==> src/hdl/onc_pkg.sv <==
// on/off controller configuration block: constants, field layout, types
// assumes a 25 MHz controller clock and pins sampled through synchronisers
package onc_pkg;

   localparam logic [6:0] I2C_ADDR      = 7'h3C;
   localparam logic [7:0] CFG1_ADDR     = 8'h41;
   localparam logic [7:0] CFG2_ADDR     = 8'h42;

   localparam int C1_SFT  = 7;
   localparam int C1_RSVD = 6;
   localparam int C1_MRT  = 3;
   localparam int C1_SLP  = 2;
   localparam int C1_PWR  = 1;
   localparam int C1_DLY  = 0;
   localparam int C2_SWK  = 7;
   localparam int C2_WWK  = 6;
   localparam int C2_LPM  = 5;
   localparam int C2_ADP  = 4;
   localparam int C2_COV  = 3;
   localparam int C2_AL1  = 2;
   localparam int C2_AL2  = 1;
   localparam int C2_KEY  = 0;

   // command bits only ever get set by a write, never cleared by one
   localparam logic [7:0] CFG1_CMD_MASK = 8'h82;
   localparam logic [7:0] CFG1_OTP_MASK = 8'h79;
   localparam logic [7:0] CFG1_FIXED    = 8'h00;
   localparam logic [7:0] CFG2_OTP_MASK = 8'h18;
   localparam logic [7:0] CFG2_FIXED    = 8'h07;
   localparam logic [7:0] CFG1_OTP_DEF  = 8'h40;
   localparam logic [7:0] CFG2_OTP_DEF  = 8'h00;

   localparam logic [3:0] MRT_SEC [0:7] = '{4'h2, 4'h3, 4'h4, 4'h5, 4'h6, 4'h8, 4'hA, 4'hC};

   localparam int unsigned CLK_HZ            = 25_000_000;
   localparam int unsigned SEC_S             = 1;
   localparam int unsigned KEY_DELAY_S       = 1;
   localparam int unsigned SEC_CYC_DEF       = SEC_S * CLK_HZ;
   localparam int unsigned KEY_DELAY_CYC_DEF = KEY_DELAY_S * CLK_HZ;
   localparam int unsigned DEBOUNCE_CYC_DEF  = 16;
   localparam int          CNT_W             = 25;

   localparam int P_SCL = 0;
   localparam int P_SDA = 1;
   localparam int P_KEY = 2;
   localparam int P_SLP = 3;
   localparam int P_ADP = 4;
   localparam int P_COV = 5;
   localparam int NPIN  = 6;

   typedef enum logic [1:0] {
      S_IDLE = 2'b01,
      S_SHUT = 2'b10
   } onc_sst_t;

   typedef enum logic [6:0] {
      I_IDLE  = 7'b0000001,
      I_ADDR  = 7'b0000010,
      I_RX    = 7'b0000100,
      I_ACKP  = 7'b0001000,
      I_ACK   = 7'b0010000,
      I_TX    = 7'b0100000,
      I_TXACK = 7'b1000000
   } onc_ist_t;

   typedef struct packed {
      logic alarm_one_event;
      logic alarm_two_event;
      logic watchdog_expired;
      logic off_signal;
      logic shutdown_done;
      logic reset_output;
   } onc_evt_t;

   typedef struct packed {
      logic shutdown_start;
      logic shutdown_reset;
      logic power_cycle;
      logic restart;
      logic wakeup;
      logic seq_one_enable;
   } onc_seq_t;

   typedef struct packed {
      logic [NPIN-1:0]  s1;
      logic [NPIN-1:0]  s2;
      logic [NPIN-1:0]  s3;
      logic [NPIN-1:0]  pin;
      logic [NPIN-1:0]  pin_d;
      logic [7:0]       cfg1;
      logic [7:0]       cfg2;
      onc_sst_t         st;
      logic             sreset;
      logic             pcycle;
      logic             shut_pulse;
      logic             restart_pulse;
      logic             wake_pulse;
      logic             warn_pulse;
      logic             mreset_pulse;
      logic             latch;
      logic             off_d;
      logic             sleep;
      logic             lpm;
      logic [CNT_W-1:0] db_cnt;
      logic             key_db;
      logic [CNT_W-1:0] dly_cnt;
      logic             key_out;
      logic [CNT_W-1:0] pre_cnt;
      logic [3:0]       secs;
      onc_ist_t         ist;
      logic [7:0]       sh;
      logic [2:0]       cnt;
      logic             rw;
      logic             phase;
      logic [7:0]       ptr;
      logic             oe;
   } onc_state_t;

endpackage

==> src/hdl/onc_controller.sv <==
// on/off controller configuration and command logic with its own i2c target
// assumes sequencers answer shutdown_start with one shutdown_done pulse
`timescale 1ns/1ps
module onc_controller
   import onc_pkg::*;
#(
   parameter logic [7:0]  OTP_CFG1      = CFG1_OTP_DEF,
   parameter logic [7:0]  OTP_CFG2      = CFG2_OTP_DEF,
   parameter int unsigned SEC_CYC       = SEC_CYC_DEF,
   parameter int unsigned KEY_DELAY_CYC = KEY_DELAY_CYC_DEF,
   parameter int unsigned DEBOUNCE_CYC  = DEBOUNCE_CYC_DEF
)(
   input  wire logic     clk,
   input  wire logic     rstn,
   input  wire logic     i2c_scl,
   input  wire logic     i2c_sda_i,
   output logic          i2c_sda_o,
   output logic          i2c_sda_oe,
   input  wire logic     power_key_input,
   input  wire logic     sleep_request_input,
   input  wire logic     adapter_present,
   input  wire logic     cover_input,
   input  wire onc_evt_t sys_evt,
   output onc_seq_t      seq_ctl,
   output logic          sleep_active,
   output logic          sleep_lowpower_signal,
   output logic          lowpower_mode_bus,
   output logic          power_key_level,
   output logic          manual_reset_warning,
   output logic          manual_reset_expired
);

   // reset values: fixed bits plus the factory bits taken from the otp words
   localparam logic [7:0]       RST1    = CFG1_FIXED | (OTP_CFG1 & CFG1_OTP_MASK);
   localparam logic [7:0]       RST2    = CFG2_FIXED | (OTP_CFG2 & CFG2_OTP_MASK);
   localparam logic [CNT_W-1:0] SEC_LIM = CNT_W'(SEC_CYC - 1);
   localparam logic [CNT_W-1:0] DLY_LIM = CNT_W'(KEY_DELAY_CYC);
   localparam logic [CNT_W-1:0] DB_LIM  = CNT_W'(DEBOUNCE_CYC - 1);

   onc_state_t r_reg;
   onc_state_t r_next;

   function automatic logic [7:0] rd_reg(input logic [7:0] a, input logic [7:0] c1, input logic [7:0] c2);
      // unmapped pointers read as zero; writes to them are acked and dropped
      rd_reg = 8'h00;
      if (a == CFG1_ADDR) begin
         rd_reg = c1;
      end else if (a == CFG2_ADDR) begin
         rd_reg = c2;
      end
   endfunction

   ////////////////////////////////////////////////////////////////////////////
   always_comb begin
      logic       scl_r;
      logic       scl_f;
      logic       i2c_go;
      logic       i2c_end;
      logic       sda;
      logic       wr1;
      logic       wr2;
      logic [7:0] wd;
      logic [7:0] byte_in;
      logic       key_raw;
      logic       key_new;
      logic       wake;
      logic       off_rise;
      logic [3:0] nsecs;
      logic [2:0] mrt;
      scl_r   = 1'b0;
      scl_f   = 1'b0;
      i2c_go  = 1'b0;
      i2c_end = 1'b0;
      sda     = 1'b0;
      wr1     = 1'b0;
      wr2     = 1'b0;
      wd      = 8'h00;
      byte_in = 8'h00;
      key_raw = 1'b0;
      key_new = 1'b0;
      wake    = 1'b0;
      nsecs   = 4'h0;
      mrt     = 3'h0;
      off_rise = 1'b0;
      r_next  = r_reg;
      // a pin level counts once the second and third stages agree
      r_next.s1    = {cover_input, adapter_present, sleep_request_input, power_key_input, i2c_sda_i, i2c_scl};
      r_next.s2    = r_reg.s1;
      r_next.s3    = r_reg.s2;
      r_next.pin   = (r_reg.s2 & r_reg.s3) | (r_reg.pin & (r_reg.s2 ^ r_reg.s3));
      r_next.pin_d = r_reg.pin;
      r_next.shut_pulse    = 1'b0;
      r_next.restart_pulse = 1'b0;
      r_next.wake_pulse    = 1'b0;
      r_next.warn_pulse    = 1'b0;
      r_next.mreset_pulse  = 1'b0;
      r_next.off_d         = sys_evt.off_signal;
      off_rise = sys_evt.off_signal & ~r_reg.off_d;

      ////////////////////////////////////////////////////////////////////////
      // i2c target: sample on scl rise, drive sda after scl fall
      // no clock stretching: each scl phase must outlast the four-cycle
      // synchroniser and edge delay, or bits are missed
      sda     = r_reg.pin[P_SDA];
      scl_r   = r_reg.pin[P_SCL] & ~r_reg.pin_d[P_SCL];
      scl_f   = ~r_reg.pin[P_SCL] & r_reg.pin_d[P_SCL];
      i2c_go  = r_reg.pin[P_SCL] & r_reg.pin_d[P_SCL] & r_reg.pin_d[P_SDA] & ~sda;
      i2c_end = r_reg.pin[P_SCL] & r_reg.pin_d[P_SCL] & ~r_reg.pin_d[P_SDA] & sda;
      byte_in = {r_reg.sh[6:0], sda};
      if (i2c_go) begin
         r_next.ist   = I_ADDR;
         r_next.cnt   = 3'h0;
         r_next.phase = 1'b0;
         r_next.oe    = 1'b0;
      end else if (i2c_end) begin
         r_next.ist = I_IDLE;
         r_next.oe  = 1'b0;
      end else begin
         unique case (r_reg.ist)
            I_IDLE: begin
               r_next.oe = 1'b0;
            end
            I_ADDR: begin
               if (scl_r) begin
                  r_next.sh  = byte_in;
                  r_next.cnt = r_reg.cnt + 3'h1;
                  if (r_reg.cnt == 3'h7) begin
                     r_next.rw  = sda;
                     r_next.ist = (r_reg.sh[6:0] == I2C_ADDR) ? I_ACKP : I_IDLE;
                  end
               end
            end
            I_RX: begin
               if (scl_r) begin
                  r_next.sh  = byte_in;
                  r_next.cnt = r_reg.cnt + 3'h1;
                  if (r_reg.cnt == 3'h7) begin
                     r_next.ist = I_ACKP;
                     if (!r_reg.phase) begin
                        r_next.ptr   = byte_in;
                        r_next.phase = 1'b1;
                     end else begin
                        wr1        = (r_reg.ptr == CFG1_ADDR);
                        wr2        = (r_reg.ptr == CFG2_ADDR);
                        wd         = byte_in;
                        r_next.ptr = r_reg.ptr + 8'h01;
                     end
                  end
               end
            end
            I_ACKP: begin
               if (scl_f) begin
                  r_next.oe  = 1'b1;
                  r_next.ist = I_ACK;
               end
            end
            I_ACK: begin
               if (scl_f) begin
                  r_next.cnt = 3'h0;
                  r_next.oe  = 1'b0;
                  r_next.ist = I_RX;
                  if (r_reg.rw) begin
                     // fetched at the ack fall so the first bit is out in time
                     r_next.sh  = rd_reg(r_reg.ptr, r_reg.cfg1, r_reg.cfg2);
                     r_next.oe  = ~r_next.sh[7];
                     r_next.ptr = r_reg.ptr + 8'h01;
                     r_next.ist = I_TX;
                  end
               end
            end
            I_TX: begin
               if (scl_r) begin
                  r_next.cnt = r_reg.cnt + 3'h1;
                  if (r_reg.cnt == 3'h7) begin
                     r_next.ist = I_TXACK;
                  end
               end else if (scl_f) begin
                  r_next.sh = {r_reg.sh[6:0], 1'b0};
                  r_next.oe = ~r_reg.sh[6];
               end
            end
            I_TXACK: begin
               if (scl_f) begin
                  r_next.oe = 1'b0;
               end else if (scl_r) begin
                  r_next.ist = sda ? I_IDLE : I_ACK;
               end
            end
            default: begin
               r_next.ist = I_IDLE;
               r_next.oe  = 1'b0;
            end
         endcase
      end

      ////////////////////////////////////////////////////////////////////////
      // power key: debounce, optional extra delay, hold timer
      // the hold timer runs on the debounced level, so the extra delay
      // does not stretch the manual reset or warning times
      key_raw = r_reg.pin[P_KEY];
      if (key_raw == r_reg.key_db) begin
         r_next.db_cnt = '0;
      end else if (r_reg.db_cnt >= DB_LIM) begin
         r_next.db_cnt = '0;
         r_next.key_db = key_raw;
      end else begin
         r_next.db_cnt = r_reg.db_cnt + CNT_W'(1);
      end
      if (!r_reg.key_db) begin
         r_next.dly_cnt = '0;
      end else if (r_reg.dly_cnt != DLY_LIM) begin
         r_next.dly_cnt = r_reg.dly_cnt + CNT_W'(1);
      end
      key_new        = r_reg.key_db & (~r_reg.cfg1[C1_DLY] | (r_reg.dly_cnt == DLY_LIM));
      r_next.key_out = key_new;
      mrt            = r_reg.cfg1[C1_MRT +: 3];
      if (!r_reg.key_db) begin
         r_next.pre_cnt = '0;
         r_next.secs    = 4'h0;
      end else if (r_reg.pre_cnt == SEC_LIM) begin
         r_next.pre_cnt = '0;
         // seconds saturate so a key held for minutes cannot fire again
         nsecs          = (r_reg.secs == 4'hF) ? 4'hF : r_reg.secs + 4'h1;
         r_next.secs    = nsecs;
         r_next.mreset_pulse = (nsecs == MRT_SEC[mrt]) & (r_reg.secs != nsecs);
         if (mrt != 3'h0) begin
            r_next.warn_pulse = (nsecs == MRT_SEC[mrt - 3'h1]) & (r_reg.secs != nsecs);
         end
      end else begin
         r_next.pre_cnt = r_reg.pre_cnt + CNT_W'(1);
      end

      ////////////////////////////////////////////////////////////////////////
      // wakeup sources, each behind its own enable
      // cover wakes on either edge, adapter only on arrival
      wake = (r_reg.cfg2[C2_ADP] & r_reg.pin[P_ADP] & ~r_reg.pin_d[P_ADP])
           | (r_reg.cfg2[C2_COV] & (r_reg.pin[P_COV] ^ r_reg.pin_d[P_COV]))
           | (r_reg.cfg2[C2_AL1] & sys_evt.alarm_one_event)
           | (r_reg.cfg2[C2_AL2] & sys_evt.alarm_two_event)
           | (r_reg.cfg2[C2_KEY] & key_new & ~r_reg.key_out);
      r_next.wake_pulse = wake;

      // hardware clears first, so a write landing in the same cycle wins
      if (off_rise | wake) begin
         r_next.cfg1[C1_SLP] = 1'b0;
      end
      if (off_rise) begin
         r_next.cfg2[C2_LPM] = 1'b0;
      end
      if (wr1) begin
         // the reserved bit is stored as written; host is expected to write one
         r_next.cfg1 = wd | (r_reg.cfg1 & CFG1_CMD_MASK);
         if (wd[C1_SLP]) begin
            r_next.latch = 1'b0;
         end
      end
      if (wr2) begin
         r_next.cfg2 = wd;
      end
      // a wake beside a sleep-enable write keeps sequencer one on
      if (wake) begin
         r_next.latch = 1'b1;
      end

      ////////////////////////////////////////////////////////////////////////
      // global shutdown; soft reset outranks watchdog, which outranks power-off
      // a watchdog pulse that lands mid-shutdown is dropped, and requests
      // written meanwhile are wiped by the reload
      unique case (r_reg.st)
         S_IDLE: begin
            if (r_reg.cfg1[C1_SFT] | r_reg.cfg1[C1_PWR] | sys_evt.watchdog_expired) begin
               r_next.st         = S_SHUT;
               r_next.shut_pulse = 1'b1;
               r_next.sreset     = r_reg.cfg1[C1_SFT] | sys_evt.watchdog_expired;
               if (r_reg.cfg1[C1_SFT]) begin
                  r_next.pcycle = r_reg.cfg2[C2_SWK];
               end else if (sys_evt.watchdog_expired) begin
                  r_next.pcycle = r_reg.cfg2[C2_WWK];
               end else begin
                  r_next.pcycle = 1'b0;
               end
            end
         end
         S_SHUT: begin
            if (sys_evt.shutdown_done) begin
               r_next.st            = S_IDLE;
               r_next.restart_pulse = r_reg.pcycle;
               r_next.sreset        = 1'b0;
               r_next.pcycle        = 1'b0;
               r_next.cfg1          = RST1;
               r_next.cfg2          = RST2;
            end
         end
         default: begin
            r_next.st = S_IDLE;
         end
      endcase

      ////////////////////////////////////////////////////////////////////////
      // the request pin is active low; both results are one clock late
      r_next.sleep = r_reg.cfg1[C1_SLP] & ~r_reg.latch & ~r_reg.pin[P_SLP];
      r_next.lpm   = r_reg.cfg2[C2_LPM] & ~sys_evt.reset_output & ~r_reg.pin[P_SLP];
   end

   // one register stage for the whole state struct

   always_ff @(posedge clk or negedge rstn) begin
      if (!rstn) begin
         r_reg       <= '0;
         // bus pins reset to their idle high level, so no false start follows
         r_reg.s1    <= 6'h03;
         r_reg.s2    <= 6'h03;
         r_reg.s3    <= 6'h03;
         r_reg.pin   <= 6'h03;
         r_reg.pin_d <= 6'h03;
         r_reg.cfg1  <= RST1;
         r_reg.cfg2  <= RST2;
         r_reg.st    <= S_IDLE;
         r_reg.ist   <= I_IDLE;
      end else begin
         r_reg <= r_next;
      end
   end

   ////////////////////////////////////////////////////////////////////////////
   assign i2c_sda_o             = 1'b0;
   assign i2c_sda_oe            = r_reg.oe;
   assign seq_ctl.shutdown_start = r_reg.shut_pulse;
   assign seq_ctl.shutdown_reset = r_reg.sreset;
   assign seq_ctl.power_cycle    = r_reg.pcycle;
   assign seq_ctl.restart        = r_reg.restart_pulse;
   assign seq_ctl.wakeup         = r_reg.wake_pulse;
   assign seq_ctl.seq_one_enable = r_reg.latch;
   assign sleep_active          = r_reg.sleep;
   assign sleep_lowpower_signal = r_reg.lpm;
   assign lowpower_mode_bus     = r_reg.lpm;
   assign power_key_level       = r_reg.key_out;
   assign manual_reset_warning  = r_reg.warn_pulse;
   assign manual_reset_expired  = r_reg.mreset_pulse;

endmodule

==> config.mk <==
export PLATFORM = sky130hd
export DESIGN_NAME = onc_controller
export DESIGN_NICKNAME = d
export VERILOG_FILES = /design/src/hdl/onc_pkg.sv /design/src/hdl/onc_controller.sv
export SDC_FILE = /design/constraint.sdc
export NUM_CORES = 1
export LEC_CHECK = 0
export ABC_CLOCK_PERIOD_IN_PS = 2800
export BUFFER_PORTS_ARGS = -buffer_cell sky130_fd_sc_hd__buf_2
export CAP_MARGIN = 20
export CELL_PAD_IN_SITES_DETAIL_PLACEMENT = 1
export CELL_PAD_IN_SITES_GLOBAL_PLACEMENT = 2
export CORE_MARGIN = 4
export CORE_UTILIZATION = 41
export DETAILED_ROUTE_END_ITERATION = 8
export HOLD_SLACK_MARGIN = 0.1
export PLACE_DENSITY = 0.9
export SETUP_SLACK_MARGIN = 0.2
export SKIP_CTS_REPAIR_TIMING = 1
export SYNTH_ARGS = -nofsm -noshare
export SYNTH_HDL_FRONTEND = slang
export SYNTH_SLANG_ARGS = --single-unit
==> constraint.sdc <==
create_clock -name clk -period 2.8 [get_ports clk]
set_input_delay 0.14 -clock clk [delete_from_list [all_inputs] [get_ports clk]]
set_output_delay 0.14 -clock clk [all_outputs]
set_load 0.05 [all_outputs]
==> key figures, run 1 <==
Global route
  • Initial antenna violation count: 0
  • Vias in the first global route: 6186
  • Grt ovf: 0
  • Largest net degree at the start of global routing: 79
  • GRT Total Usage: 17.6%
  • First-pass GRT wire length: 31300 um

Final layout
  • Fill count: 2183
  • Layout Nets: 865
  • P&R area growth vs syn: 14.0%
  • Share of layout cells above drive strength 1: 13.2%
  • Final cell area excluding filler cells: 0.00921 mm^2
  • # diodes: 0
  • Max reg flops: 136
  • Post-Layout Cell Count: 1107

Timing
  • RSZ-0062 raised after global routing: false
  • Period utilization: 86.2%
  • Worst setup margin: 385 ps
  • Setup TNS: 0 ps
  • Least-Margin Pin Slew: 639 ps
  • Max-slew violations: 0
  • Clk_skew: 14.7 ps
  • Crit path time final: 2410 ps
  • Setup violators final: 0
  • Hold Fails Final Rpt: 0
  • Fmax: 414 MHz
  • Slew HR: 57.4%

Drt
  • Uppermost routed layer: met4
  • Metal2 WL: 9020 um
  • Drt first pass iters: 4
  • WL met3: 484 um
  • Vias per cell: 5.25
  • Remaining DRCs: 0
  • Via count: 5813
  • DR WL/cell: 16.5 um
  • Drt first-iter violations: 234
  • Met1 wire length: 8490 um
  • Final ANT Viol Nets: 0
  • WL final: 18300 um

Die
  • Core area: 0.0194 mm^2
  • Die Y: 148 um
  • Die area: 0.0220 mm^2
  • Die Width: 148 um
  • Rows: 51
  • I/O Pins: 28
  • Initial Util: 41.7%

Yosys
  • Main synth FF type: dfrtp_1
  • Top cell type by total area after synthesis: dfrtp_1
  • Post-synthesis sequential area ratio: 51.6%
  • Top cell type's share of synthesized area: 46.4%
  • Unique cell type count in the Yosys netlist: 72
  • Yosys warnings: 0
  • Mapped Avg Cell Area: 10.4 um^2
  • Netlist Area Pre-Place: 0.00808 mm^2
  • Mapped Cells: 780
  • Yosys reg bits: 166
  • Fraction of registers with async set/reset: 100%
  • Post-synth EDFFs: 0
  • Top cells by area, synth: dfrtp_1, dfstp_2, nor2_1

Placed design
  • Port Buffer Count: 26
  • DPL Wire Length: 12400 um
  • GP Congestion: 0.861
  • Post-Place Worst Slack: 315 ps
  • Dpl cell area: 0.00852 mm^2
  • Dpl cells: 1064

Critical path
  • CP required: 3110 ps
  • Crit-path max FO: 11
  • Critical Path AT: 2720 ps
  • CP Launch Type: register
  • Crit. End Element: register
  • R2R setup slack: 390 ps
  • Setup CP Type: reg -> reg

Worst hold path
  • Hold crit path type: in -> reg

Clock tree
  • Root buffer cell: clkbuf_16
  • Num CTS Buffers: 17
  • Clock Sink Count: 166
  • H-tree Lvls: 4
  • Clk pin slew, worst setup/hold paths: 70 ps
  • Clk Latency, worst-skew pair: 440 ps
  • CTS tree: built
  • Bufs on Longest Clock Path: 2

Pwr
  • Worst VDD drop: 0.483 mV
  • PwrDens: 655 mW/mm^2
  • LEAKAGE: 4.06 nW
  • Pwr Total: 6.03 mW

Outcome
  • Outcome: finished, final reports clean

Flow run
  • Maxcap violations: 0
==> metrics by stage <==
step | utilization (%) | hold slack (ps)
finish | 47.5 | 138
detailed placement | 43.9 | 105
CTS | 46.9 | -371
floorplan | - | -156
global route | 47.5 | 146
global placement | 43.9 | 101
==> metal layers <==
metal	global-route usage, %	up-vias
li1	-	2812
met1	23.1	2926
met2	29.3	57
met3	3.35	18
met4	5.96	0
met5	0	-
==> cells in the mapped netlist (3+ instances only) <==
cell type / n
dfstp_2: 16
nor4_1: 6
o22ai_1: 4
o21a_1: 4
a21o_1: 9
nor4b_1: 4
a21boi_1: 3
inv_1: 21
mux2_2: 11
clkbuf_1: 17
a21oi_1: 32
nand4_1: 17
or3_1: 4
nor3_1: 15
mux2i_1: 20
nand3b_1: 4
nand3_1: 37
xnor2_1: 28
a221o_1: 3
nor3b_1: 5
and2_1: 28
o21ai_0: 28
nor2b_1: 17
or4_1: 4
nand2b_1: 8
a22oi_1: 7
nand2_1: 52
and4_1: 6
buf_4: 10
buf_2: 8
nor2_1: 75
o31ai_1: 10
ha_1: 22
o21ai_1: 4
and3_1: 18
xor2_1: 27
o211ai_1: 5
dfrtp_1: 150
==> cell usage in the layout (no fill, tap or decap), drive strengths merged, types with 3 or more instances in the layout <==
cell type,instances
dfrtp,150
nor2,77
nand2,53
nand3,39
buf,37
o21ai,33
a21oi,32
xnor2,28
and2,28
xor2,27
inv,26
ha,22
conb,22
mux2i,20
clkbuf,20
and3,18
nor2b,18
nand4,17
nor3,17
dfstp,16
mux2,11
dlygate4sd3,11
o31ai,10
a21o,9
nand2b,8
a22oi,7
nor4,7
nor3b,6
and4,6
o211ai,5
or4,5
nor4b,4
nand3b,4
o21a,4
o22ai,4
or3,4
clkinvlp,4
a21boi,4
a221o,3
==> cells by family (layout without fill, tap and decap cells) <==
group / count (synthesis) / after routing / synth area share, %
simple gates: 319 / 319 / 21.4
flops: 166 / 166 / 51.6
compound gates: 126 / 126 / 10.1
buf+inv: 60 / 101 / 3.48
xor+xnor: 55 / 55 / 5.96
mux: 31 / 31 / 4.01
fa+ha+maj: 22 / 22 / 3.40
other cells: 1 / 22 / 0.0464
==> report_power, final <==
group | leakage [nW] | switching, mW | internal, mW
sequential | 2.14 | 0.192 | 2.58
combinational | 1.65 | 0.552 | 0.345
clock | 0.270 | 1.03 | 1.33
total | 4.06 | 1.78 | 4.26
==> worst paths after layout <==
check,cells past startpoint,start,end
hold reg to reg,0,r_next[162]$_DFF_PN0_,r_next[156]$_DFF_PN0_
hold / removal,4,sys_evt[4],seq_ctl[1]$_DFF_PN0_
min in group asynchronous,2,rstn,seq_ctl[4]$_DFFE_PN0P_
setup / recovery,6,r_reg[23]$_DFFE_PN0P_,r_reg[135]$_DFF_PN0_
setup reg to reg,6,r_reg[23]$_DFFE_PN0P_,r_reg[135]$_DFF_PN0_
max in group asynchronous,3,rstn,r_next[140]$_DFF_PN1_
==> critical path, cell delays in order, from the launching register on <==
cell     delay, ps
dfrtp_1        530
nor4_4         500
nand3_1        180
nor2_2         300
and4_2         470
mux2i_1        240
nor2_1          70
==> cell type report <==
class / count / area [um^2] / share of cell area (%)
Clock inverter: 12 / 141 / 1.53
Sequential cell: 166 / 4170 / 45.3
Inverter: 21 / 78.8 / 0.856
Timing Repair Buffer: 48 / 342 / 3.71
Multi-Input combinational cell: 575 / 3710 / 40.3
Clock buffer: 20 / 437 / 4.74
Tap cell: 265 / 332 / 3.60
Power figures use the tool's default switching activity.
==> inputs of run 2 (changes only) <==
ABC_AREA = 1   (was default)
CORE_UTILIZATION = 38   (was 41)
GPL_TIMING_DRIVEN = 1   (was default)
PLACE_DENSITY = 0.91   (was 0.9)
SLEW_MARGIN = 20   (was default)
==> run 2 against run 1 <==
Via count is 26% higher. Power grew 5.4%. Register-to-register slack improved by 200 ps. Flip-flop and latch count unchanged. Clock skew is 4.5 ps lower. Sequential power increased by 2%. Synthesized cell count rose by 38%. Final cell count grew 30%. Area after synthesis rose by 7.5%. Global-route usage up 1.0 points. Count of clock-buffer cells in the layout is 1 lower. Highest routed layer unchanged.
==> key figures, run 2 <==
Timing
  • Slew HR: 43.6% (-14 points)
  • Max-slew violations: 0 (unchanged)
  • Hold Fails Final Rpt: 0 (unchanged)
  • Crit path time final: 2210 ps (-201 ps)
  • Clk_skew: 10.2 ps (-4.49 ps)
  • Setup violators final: 0 (unchanged)
  • Setup TNS: 0 ps (unchanged)
  • Fmax: 452 MHz (+9.1%)
  • RSZ-0062 raised after global routing: false
  • Period utilization: 79.1% (-7.2 points)
  • Least-Margin Pin Slew: 846 ps (+207 ps)

Global route
  • First-pass GRT wire length: 39000 um (+25%)
  • Initial antenna violation count: 0 (unchanged)
  • Vias in the first global route: 7747 (+25%)
  • Grt ovf: 0 (unchanged)
  • Largest net degree at the start of global routing: 69 (-13%)
  • GRT Total Usage: 18.6% (+1.0 points)

Critical path
  • Capture point of the worst reg-to-reg path: seq_ctl[0]$_DFFE_PN0P_
  • RR Startpoint: r_next[139]$_DFF_PN1_
  • Critical Path AT: 2520 ps (-200 ps)
  • CP Launch Type: register
  • Crit. End Element: register
  • Setup CP Type: reg -> reg
  • Crit-path max FO: 12 (+1)
  • CP required: 3110 ps (about the same)
  • R2R setup slack: 590 ps (+200 ps)
  • Worst reg2reg path depth: 11 (+5)

Final layout
  • Fill count: 2785 (+28%)
  • Sequential cell area: 0.00417 mm^2 (unchanged)
  • Share of layout cells above drive strength 1: 12.4% (-0.77 points)
  • Layout Nets: 1175 (+36%)
  • Max reg flops: 136 (unchanged)
  • # diodes: 0 (unchanged)
  • Commonest cells after routing, fill and taps aside: nand2_1, dfrtp_1, nor2_1
  • Commonest non-fill, non-tap cell in the layout: nand2_1
  • Area occupied by multi-input gates: 0.00397 mm^2 (+6.9%)
  • Final cell area excluding filler cells: 0.00987 mm^2 (+7.1%)
  • P&R area growth vs syn: 13.6%

Yosys
  • Yosys reg bits: 166 (unchanged)
  • Top cells by area, synth: dfrtp_1, nand2_1, nor2_1
  • Post-synthesis sequential area ratio: 48.0% (-3.6 points)
  • Largest family of logic cells by synthesized area: simple AND/OR/NAND/NOR gates
  • Top-count cell post-synth: nand2_1
  • Fraction of registers with async set/reset: 100% (unchanged)
  • XOR/XNOR Fraction of Synth Area: 2.22% (-3.7 points)
  • Post-synth EDFFs: 0 (unchanged)
  • Main synth FF type: dfrtp_1
  • Mapped Avg Cell Area: 8.06 um^2 (-22%)
  • Post-synthesis simple-gate area fraction: 30.0% (+8.6 points)
  • Commonest cells post-synth: nand2_1, dfrtp_1, nor2_1, inv_1, nand3_1
  • Mapped Cells: 1078 (+38%)
  • Unique cell type count in the Yosys netlist: 52 (-28%)
  • Top cell type by total area after synthesis: dfrtp_1
  • Top cell type's share of synthesized area: 43.2% (-3.2 points)
  • Netlist Area Pre-Place: 0.00869 mm^2 (+7.5%)
  • Post-synthesis mux area share: 0% (-4.0 points)
  • Yosys warnings: 0 (unchanged)
  • Complex-gate fraction of the synthesized area: 9.31% (-0.75 points)
  • Synth Area in Adders: 3.17% (-0.24 points)

Die
  • Rows: 55 (+7.8%)
  • Die Y: 159 um (+7.3%)
  • Die area: 0.0254 mm^2 (+15%)
  • Die Width: 159 um (+7.3%)
  • Core area: 0.0226 mm^2 (+16%)
  • I/O Pins: 28 (unchanged)
  • Initial Util: 38.5% (-3.2 points)

Drt
  • Vias per cell: 5.09 (-3.1%)
  • WL final: 23000 um (+26%)
  • Via count: 7312 (+26%)
  • DR WL/cell: 16.0 um (-3.1%)
  • Drt first pass iters: 4 (unchanged)
  • Drt first-iter violations: 307 (+31%)
  • Remaining DRCs: 0 (unchanged)
  • Final ANT Viol Nets: 0 (unchanged)

Clock tree
  • H-tree Lvls: 4 (unchanged)
  • Num CTS Buffers: 17 (unchanged)
  • Bufs on Longest Clock Path: 2 (unchanged)
  • CTS tree: built
  • Clock Sink Count: 166 (unchanged)
  • Clk pin slew, worst setup/hold paths: 70 ps (about the same)
  • Root buffer cell: clkbuf_16
  • Clk Latency, worst-skew pair: 440 ps (about the same)

Worst hold path
  • Hold crit path type: in -> reg
  • Worst Hold Depth: 3 (-1)
  • Hold path endpoint: seq_ctl[2]$_DFF_PN0_
  • HP Start: sys_evt[1]

Placed design
  • DPL Wire Length: 17000 um (+37%)
  • Dpl cell area: 0.00920 mm^2 (+7.9%)
  • GP Congestion: 0.891 (+3.6%)
  • Port Buffer Count: 26 (unchanged)

Flow run
  • Maxcap violations: 0 (unchanged)

Outcome
  • Outcome: finished, final reports clean

Pwr
  • PwrDens: 644 mW/mm^2 (-1.6%)
  • LEAKAGE: 4.59 nW (+13%)
  • Worst VDD drop: 0.333 mV (-31%)
==> run 2: metrics by stage <==
step           worst slack [ps]  power (mW)  util (%)  hold slack (ps)  std cells
2_1_floorplan              1120        3.66         -             -156       1099
3_3_place_gp                735        3.96      40.7              191       1396
3_5_place_dp                608        4.02      40.7              198       1396
4_1_cts                     578        6.44      43.3             -274       1428
5_1_grt                     369        6.74      43.7              108       1437
6_report                    587        6.36      43.7             85.6       1437
==> run 2: logic make-up after synthesis <==
| logic type | Yosys count |
|---|---|
| adders and majority gates | 22 |
| DFF | 166 |
| buffers and inverters | 154 |
| AOI/OAI and AO/OA | 147 |
| and+or+nand+nor | 566 |
| xor gates and xnor gates | 22 |
| other | 1 |
==> run 2: metal layers <==
layer	share of wire, %	wire length [um]	vias to the layer above	GRT usage, %
met5	0	0	-	0
met4	1.4	321	0	5.33
met3	2.7	626	20	2.87
met2	51	11700	84	32.9
met1	45	10300	3600	23.7
li1	-	-	3608	-
==> run 2: report_power, final <==
part	switching (mW)	total (mW)	internal (mW)	leakage, nW
clock network	1.11	2.39	1.28	0.288
registers	0.204	2.82	2.62	2.14
logic	0.774	1.15	0.380	2.16
==> run 2: worst max-delay path by stage <==
stage	depth (start not counted)	endpoint	start	slack, ps
floorplan	11	manual_reset_warning$_DFF_PN0_	r_reg[134]$_DFF_PN0_	1120
global placement	11	seq_ctl[0]$_DFFE_PN0P_	r_next[139]$_DFF_PN1_	730
detailed placement	11	seq_ctl[0]$_DFFE_PN0P_	r_next[139]$_DFF_PN1_	610
CTS	11	seq_ctl[0]$_DFFE_PN0P_	r_next[139]$_DFF_PN1_	580
global route	11	seq_ctl[0]$_DFFE_PN0P_	r_next[139]$_DFF_PN1_	370
finish	11	seq_ctl[0]$_DFFE_PN0P_	r_next[139]$_DFF_PN1_	590
==> run 2: layout make-up <==
| type | count | share of cell area [%] |
|---|---|---|
| Clock buffer | 19 | 4.39 |
| Clock inverter | 13 | 1.55 |
| Inverter | 134 | 5.12 |
| Multi-Input combinational cell | 779 | 40.2 |
| Sequential cell | 166 | 42.3 |
| Tap cell | 285 | 3.61 |
| Timing Repair Buffer | 41 | 2.88 |
==> run 2: critical path, stage by stage, from the launching register on <==
cell     delay [ps]
dfstp_2         590
inv_2            70
nor2_4          220
nand2_1         150
nor2_2          480
inv_2           100
nor2_2          140
inv_2            50
nor3_2          120
inv_2            50
nand2_1          60
nand3_1          60
